`config.mk`:
```
export PLATFORM = sky130hd
export DESIGN_NAME = mpw_detector
export DESIGN_NICKNAME = d
export VERILOG_FILES = /design/src/mpw_pkg.sv /design/src/mpw_detector.sv /design/src/mpw_nibble_cmp.sv
export SDC_FILE = /design/constraint.sdc
export NUM_CORES = 1
export LEC_CHECK = 0
export BUFFER_PORTS_ARGS = -buffer_cell sky130_fd_sc_hd__buf_2
export CAP_MARGIN = 20
export CORE_MARGIN = 8
export CORE_UTILIZATION = 55
export CTS_BUF_LIST = sky130_fd_sc_hd__clkbuf_4 sky130_fd_sc_hd__clkbuf_8 sky130_fd_sc_hd__clkbuf_16
export DETAILED_ROUTE_END_ITERATION = 12
export GPL_ROUTABILITY_DRIVEN = 0
export MAX_ROUTING_LAYER = met4
export PLACE_DENSITY = 0.8
export SLEW_MARGIN = 20
export SYNTH_ARGS = -nofsm -noshare
export SYNTH_HDL_FRONTEND = slang
export SYNTH_SLANG_ARGS = --single-unit
```
`constraint.sdc`:
```
create_clock -name clk -period 2.5 [get_ports clk]
set_clock_uncertainty 0.15 [all_clocks]
set_input_delay 0.75 -clock clk [delete_from_list [all_inputs] [get_ports clk]]
set_output_delay 0.75 -clock clk [all_outputs]
set_load 0.1 [all_outputs]
```
`src/mpw_pkg.sv`:
```
// package: constants for the magic packet wake detector
`default_nettype none
package mpw_pkg;
	localparam int unsigned NIBBLE_W     = 4;
	localparam int unsigned ADDR_W       = 48;
	localparam int unsigned ADDR_NIBBLES = 12;
	localparam int unsigned SYNC_NIBBLES = 12;
	localparam int unsigned REPEATS      = 16;
	localparam int unsigned POS_W        = 4;
	localparam int unsigned CNT_W        = 5;
	localparam logic [3:0]  SYNC_NIBBLE  = 4'hf;
	localparam logic [3:0]  POS_ZERO     = 4'h0;
	localparam logic [3:0]  POS_LAST     = 4'hb;
	localparam logic [4:0]  CNT_ZERO     = 5'h00;
	localparam logic [4:0]  CNT_DONE     = 5'h10;
	localparam logic [4:0]  CNT_ONE      = 5'h01;
	localparam logic [3:0]  POS_ONE      = 4'h1;
	// default station address, arbitrary value
	localparam logic [47:0] DEFAULT_ADDR = 48'h0a_1b_2c_3d_4e_5f;

	typedef enum logic [2:0] {
		MPW_IDLE = 3'b001,
		MPW_SYNC = 3'b010,
		MPW_ADDR = 3'b100
	} mpw_state_t;
endpackage : mpw_pkg
`default_nettype wire
```
`src/mpw_detector.sv`:
```
// module: magic packet wake detector on a 4-bit nibble stream
`default_nettype none

// Summary of operation
// [RQ1] Active-low reset returns recognizer to idle with no pulse pending.
// [RQ2] Nibbles are sampled only while the nibble-valid input is high.
// [RQ3] Twelve consecutive all-ones nibbles form the 48-bit sync run.
// [RQ4] Any failed nibble comparison drops the attempt and returns to idle.
// [RQ5] After sync, each address nibble is compared with the stored address.
// [RQ6] A fully matched address increments the repetition counter by one.
// [RQ7] Wake needs 16 consecutive matching addresses right after the sync run.
// [RQ8] At count 16 the wake output pulses high for exactly one clock.
// [RQ9] Client address is a design constant or supplied at power-up.
// [RQ10] 47 ones then a zero never produces a wake pulse.
// [RQ11] Wrong addresses after good sync never produce a wake pulse.
// [RQ12] All frames are watched; only own-address patterns wake.
// [RQ13] Address nibbles compared in wire order, low nibble of each byte first.
// [RQ14] Mismatch or valid dropping clears counter and position, back to idle.
module mpw_detector
	import mpw_pkg::*;
#(
	parameter logic [47:0] CLIENT_ADDR = DEFAULT_ADDR
)
(
	// clock and reset
	input  wire logic       clk,
	input  wire logic       rst_n,
	// monitored nibble interface
	input  wire logic [3:0] monitored_nibble,
	input  wire logic       monitored_nibble_valid,
	// wake output to system controller
	output logic            wake_interrupt_pulse
);
	// ----------------------------------------
	// state and counters
	// ----------------------------------------
	mpw_state_t state;
	logic [3:0] pos;
	logic [4:0] rep_cnt;
	logic       addr_match;
	logic       sync_ok;
	logic       addr_done;

	mpw_nibble_cmp u_cmp (
		.station_addr (CLIENT_ADDR), // [RQ9]
		.pos          (pos),
		.nibble       (monitored_nibble),
		.match        (addr_match)
	);

	assign sync_ok   = (monitored_nibble == SYNC_NIBBLE);
	assign addr_done = addr_match && (pos == POS_LAST);

	// ----------------------------------------
	// recognizer
	// ----------------------------------------
	// a frame ends with valid low, so any attempt still open is abandoned there
	always_ff @(posedge clk) begin
		if (!rst_n) begin
			state   <= MPW_IDLE; // [RQ1]
			pos     <= POS_ZERO;
			rep_cnt <= CNT_ZERO;
		end else if (!monitored_nibble_valid) begin
			state   <= MPW_IDLE; // [RQ2] [RQ14]
			pos     <= POS_ZERO;
			rep_cnt <= CNT_ZERO;
		end else begin
			unique case (state)
				MPW_IDLE, MPW_SYNC: begin
					if (sync_ok) begin // [RQ3]
						if (pos == POS_LAST) begin
							state <= MPW_ADDR;
							pos   <= POS_ZERO;
						end else begin
							state <= MPW_SYNC;
							pos   <= pos + POS_ONE;
						end
					end else begin
						state <= MPW_IDLE; // [RQ4] [RQ10]
						pos   <= POS_ZERO;
					end
					rep_cnt <= CNT_ZERO;
				end
				MPW_ADDR: begin
					if (!addr_match) begin
						state   <= MPW_IDLE; // [RQ4] [RQ11] [RQ14]
						pos     <= POS_ZERO;
						rep_cnt <= CNT_ZERO;
					end else if (addr_done) begin
						pos <= POS_ZERO;
						if (rep_cnt + CNT_ONE == CNT_DONE) begin
							state   <= MPW_IDLE; // [RQ7]
							rep_cnt <= CNT_ZERO;
						end else begin
							rep_cnt <= rep_cnt + CNT_ONE; // [RQ6]
						end
					end else begin
						pos <= pos + POS_ONE; // [RQ5]
					end
				end
				default: begin
					state   <= MPW_IDLE;
					pos     <= POS_ZERO;
					rep_cnt <= CNT_ZERO;
				end
			endcase
		end
	end

	// ----------------------------------------
	// wake pulse
	// ----------------------------------------
	// registered, so it is high exactly one clock after the last address nibble
	always_ff @(posedge clk) begin
		if (!rst_n) begin
			wake_interrupt_pulse <= 1'b0; // [RQ1]
		end else begin
			wake_interrupt_pulse <= monitored_nibble_valid && (state == MPW_ADDR)
				&& addr_done && (rep_cnt + CNT_ONE == CNT_DONE); // [RQ8] [RQ12]
		end
	end
endmodule // mpw_detector
`default_nettype wire

```
`src/mpw_nibble_cmp.sv`:
```
// module: selects one address nibble by position and compares it
`default_nettype none
module mpw_nibble_cmp
	import mpw_pkg::*;
(
	// address and position
	input  wire logic [47:0] station_addr,
	input  wire logic [3:0]  pos,
	// nibble under test
	input  wire logic [3:0]  nibble,
	output logic             match
);
	logic [3:0] expect_nibble;
	logic [7:0] addr_byte;

	// bytes go out first-to-last on the wire, low nibble of each byte first
	always_comb begin
		addr_byte     = station_addr[(ADDR_W - 8) - 8 * (32'(pos) >> 1) +: 8];
		expect_nibble = pos[0] ? addr_byte[7:4] : addr_byte[3:0]; // [RQ13]
		match         = (nibble == expect_nibble); // [RQ5]
	end
endmodule // mpw_nibble_cmp
`default_nettype wire

```
# Word level (Yosys, flattened, before mapping)
# Index checks and enable logic that the tools add are counted.
[classes]
n_addsub = 3
n_mux = 13
reduce_logical = 8
n_eq_ne = 9
shift = 1
[op_table]
columns = ["operator", "n"]
rows = [
  ["$shiftx 48x33->8 const A", 1],
  ["$mux 4", 5],
  ["$mux 3", 5],
  ["$eq 4x4->1 const B", 2],
  ["$pmux 4 s2", 1],
  ["$sub 6x6->7 const A", 1],
  ["$ne 3x3->1 const B", 2],
  ["$pmux 3 s2", 1],
  ["$add 5x1->5 const B", 1],
  ["$eq 5x5->1 const B", 1],
  ["$mux 5", 1],
  ["$add 4x1->4 const B", 1],
  ["$eq 4x4->1", 1],
  ["$logic_and 1x1->1", 4],
  ["$reduce_and 2->1", 2],
  ["$reduce_and 4->1", 1],
  ["$eq 3x1->1 const B", 1],
  ["$eq 3x2->1 const B", 1],
  ["$eq 3x3->1 const B", 1],
  ["$reduce_or 2->1", 1],
]
[word_totals]
output_inout_bits = 1
register_bits = 13
wordCells = 38

# Longest topological paths before layout
[depth]
depth_word = 8
depth_mapped = 8

# By module
# A second synthesis with hierarchy kept.
[unflattened]
hier_cells = 115
area_unflattened_um2 = 1173.6
[modules_own_cells]
columns = ["mod", "area_each_um2", "instances", "cells_each", "seq_area_each_um2"]
rows = [
  ["mpw_detector", 601.8, 1, 63, 260.2],
  ["mpw_nibble_cmp", 571.8, 1, 52, 0.0],
]

# Worst setup path after synthesis
# OpenSTA, ideal clock, no wires.
[synth_timing]
kind = "flip-flop to flip-flop"
from = "register pos[2]"
to = "register rep_cnt[0]"
period_less_slack_ps = 2147
path_stages_with_launch = 9
setup_slack_ps = 353
arrival_ps = 1918
n_path_buf = 1
path_cell_list = "dfxtp_1 > inv_1 > ha_1 > and2b_1 > or3_1 > nand4_2 > or3_1 > buf_6 > nor3_1"
[synth_between]
elab_chain_len = 5
[synth_rtl]
columns = ["item", "line", "text"]
rows = [
  ["start: declaration", "mpw_detector.sv:38", "logic [3:0] pos;"],
  ["start signal: assignment", "mpw_detector.sv:76", "pos <= pos + POS_ONE;"],
  ["start signal: assignment", "mpw_detector.sv:98", "pos <= pos + POS_ONE;"],
  ["$sub 6x6->7", "mpw_nibble_cmp.sv:18", "addr_byte = station_addr[(ADDR_W - 8) - 8 * (32'(pos) >> 1) +: 8];"],
  ["$shiftx 48x33->8", "mpw_nibble_cmp.sv:18", ""],
  ["$mux 4", "mpw_nibble_cmp.sv:19", "expect_nibble = pos[0] ? addr_byte[7:4] : addr_byte[3:0];"],
  ["$eq 4x4->1", "mpw_nibble_cmp.sv:20", "match = (nibble == expect_nibble);"],
  ["$reduce_and 4->1 (no source line) or $logic_and 1x1->1 (tied branches)", "n/a", ""],
  ["end signal: assignment", "mpw_detector.sv:95", "rep_cnt <= rep_cnt + CNT_ONE;"],
  ["end: declaration", "mpw_detector.sv:39", "logic [4:0] rep_cnt;"],
]
# Several ways; a longest one is shown, not always the timed one.
# A chain may end at the register's enable or synchronous reset.

# Final worst setup path
[layout_timing]
from = "register pos[3]"
to = "register rep_cnt[0]"
# Same word-level chain as after synthesis.

==> impl_results.md <==
- Status: finished clean
- DRT iter0 DRCs: 8
- Tmin final: 2300 ps
- Cts bufs inserted: 3
- First-pass GRT wire length: 2480 µm
- Register share of total power: 0.570
- Post-synth top area cell: dfxtp_1
- Die Height: 54.3 µm
- Most common cell in the netlist: dfxtp_1
- Max-cap violations: 0
- Clock root cell: clkbuf_4
- Synth-to-Final Area Change: 10.1%
- Worst EP required: 2550 ps
- Final Net Count: 117
- WL met1: 626 µm
- Post-DR wirelength/cell: 12.0 µm
- EDFF count, synth: 0
- Chip Width: 54.3 µm
- Dpl cells: 113
- Core Util, Final: 0.619
- Startpoint Class: flip-flop
- Post-CTS sizing: 0
- Clock Sink Count: 13
- Yosys warns: 0
- Async S/R FF share, synth: 0
- Syn Area/Cell: 8.98 µm²
- Vias in the first global route: 623
- Max rail drop VDD: 374 µV
- Placed Area: 860 µm²
- Initial Util: 0.563
- WL met3: 72 µm
- Met2 Wirelength: 668 µm
- Layout cells sized above 1: 0.198
- FF-to-FF setup slack: 200 ps
- RSZ-0062 raised after global routing: no
- H-tree levels: 1
- Synth top area cells: dfxtp_1 (32%), ha_1 (12%), xnor2_1 (5.4%)
- Drt via density: 5.50
- Most frequent cells after synthesis: dfxtp_1 (13), ha_1 (8), nor2_1 (7)
- Max Clk Rate: 435 MHz
- Detailed Place HPWL: 1150 µm
- Clock network fraction of total power: 0.379
- Combinational share of power: 0.052
- CTS tree: yes
- Leak: 0.324 nW
- Final setup fails: 0
- Setup TNS: 0 ps
- Reg2reg start: pos[3]$_SDFF_PN0_
- Min-delay src: pos[0]$_SDFF_PN0_
- PortBufs: 7
- Hold Path Class: reg -> reg
- Period utilization: 0.919
- GR Overflow Total: 0
- Reg2reg path depth: 7
- Final Non-Filler Cells: 117
- Syn Inst Count: 90
- Worst r2r dst: rep_cnt[0]$_SDFFE_PN0P_
- Drt total wl: 1400 µm
- Initial antenna violation count: 0
- Hold Buf Count CTS: 0
- Synth unique cells: 29
- Crit. End Element: flip-flop
- Switching fraction of total power: 0.210
- CP Max Fanout: 7
- Final Hold Violating Endpoints: 0
- Num ports: 8
- Crit Path Category: reg -> reg
- Internal Power: 288 µW
- Largest net degree at the start of global routing: 8
- Pwr Total: 365 µW
- CTS max path bufs: 2
- Final-report max-slew violation count: 0
- Clock Pin Slew Worst Setup and Hold Paths: 70 ps
- Slew margin rel.: 0.626
- Post-route DRC: 0
- Antenna Cells: 0
- Seq/Total Area, Yosys: 0.322
- Seq cells post-synth: 13
- Hold Crit Endpoint: pos[0]$_SDFF_PN0_
- Pwr Density: 410 nW/µm²
- Die ar.: 2950 µm²
- Final design area excluding fillers: 890 µm²
- Cell Area, Synth: 808 µm²
- Psw: 76.8 µW
- Slew @ Worst Pin: 556 ps
- Via count: 643
- Overall Global Routing Usage: 0.119
- Syn_nets: 105
- Setup Buffers After CTS: 0
- Core region area: 1440 µm²
- Top layer reached by signal wires: met4
- Hold Path Stages: 1
- Synth top area share: 0.322
- Clock Latency Late Sink: 280 ps
- Crit path DAT: 2350 ps
- Primary FF master, synth: dfxtp_1
- Routed Antenna Nets: 0
- Drt pass-1 iters: 4
- Site Rows: 14
[per-layer routing]
| metal | GRT usage | vias to the layer above |
|---|---|---|
| li1 | - | 337 |
| met1 | 0.127 | 291 |
| met2 | 0.177 | 10 |
| met3 | 0.0516 | 5 |
| met4 | 0.0779 | 0 |
| met5 | - | - |
[final cells by class]
class | instances | area (µm²)
fill | 126 | 547
multi-input combinational | 71 | 518
sequential | 13 | 260
timing repair buffer | 8 | 42.5
clock buffer | 4 | 30.0
tap | 16 | 20.0
inverter | 5 | 18.8
[worst max path at each step]
| stage | endpoint | depth (start not counted) | start |
|---|---|---|---|
| floorplan | rep_cnt[0]$_SDFFE_PN0P_ | 8 | pos[2]$_SDFF_PN0_ |
| global placement | rep_cnt[0]$_SDFFE_PN0P_ | 6 | monitored_nibble[2] |
| detailed placement | rep_cnt[0]$_SDFFE_PN0P_ | 6 | monitored_nibble[2] |
| CTS | rep_cnt[0]$_SDFFE_PN0P_ | 7 | pos[3]$_SDFF_PN0_ |
| global route | rep_cnt[0]$_SDFFE_PN0P_ | 7 | pos[3]$_SDFF_PN0_ |
| finish | rep_cnt[0]$_SDFFE_PN0P_ | 7 | pos[3]$_SDFF_PN0_ |
[cells in the final DEF (no fill, tap or decap)]
cell | Yosys | layout
buf_4 | 0 | 1
ha_1 | 8 | 8
dfxtp_1 | 13 | 13
o21ai_2 | 1 | 1
nand2b_1 | 1 | 1
inv_1 | 5 | 5
xor2_1 | 4 | 4
buf_2 | 0 | 7
nand3_1 | 4 | 4
nand4_1 | 2 | 2
nor4_2 | 1 | 1
a21oi_1 | 4 | 4
mux2i_1 | 3 | 3
and2_1 | 1 | 1
nor2_1 | 7 | 7
xnor2_1 | 5 | 5
nor3_1 | 4 | 4
o21ai_1 | 2 | 2
or3_1 | 3 | 3
nor2b_1 | 1 | 1
a21bo_2 | 1 | 1
clkbuf_4 | 0 | 4
a21o_1 | 1 | 1
nor3_2 | 4 | 4
nand4_2 | 1 | 1
nand2_1 | 6 | 6
and2b_1 | 1 | 1
nand3b_1 | 1 | 1
a211oi_1 | 1 | 1
nor4_1 | 3 | 3
o31ai_1 | 1 | 1
[logic make-up (layout without fill, tap and decap cells)]
group	count (synthesis)	after routing	synth area share
AO/OA/AOI/OAI	11	11	0.0882
XOR/XNOR	9	9	0.0975
adder cells (fa/ha/maj)	8	8	0.124
buffers and inverters	6	17	0.0372
flip-flops	13	13	0.322
multiplexers	3	3	0.0372
AND/OR/NAND/NOR	40	40	0.294
[critical path: stages, from the launching register on]
cell and delay [ps]:
dfxtp_1 380, inv_1 100, ha_1 320, and2b_1 210, o21ai_2 120, nand4_2 160, or3_1 550, nor3_1 230
[power by group through the flow]
stage	Sequential [mW]	Clock, mW	Combinational, mW
final	0.208	0.138	0.0188
after global routing	0.208	0.150	0.0210
after CTS	0.208	0.143	0.0189
after detailed placement	0.213	0	0.0188
after global placement	0.213	0	0.0182
after floorplan	0.213	0	0.0103
[per-stage QoR]
stage                     hold WS, ps  worst slack (ps)
after CTS                         374               191
final                             369               202
after floorplan                   313               353
after global routing              418              60.7
after detailed placement          357               157
after global placement            347               222
[sequential cells by signal, indices dropped and copies added (netlist names)]
register              flops
pos                       4
rep_cnt                   5
state                     3
wake_interrupt_pulse      1
Note: power is estimated with default switching activity, not from simulation.
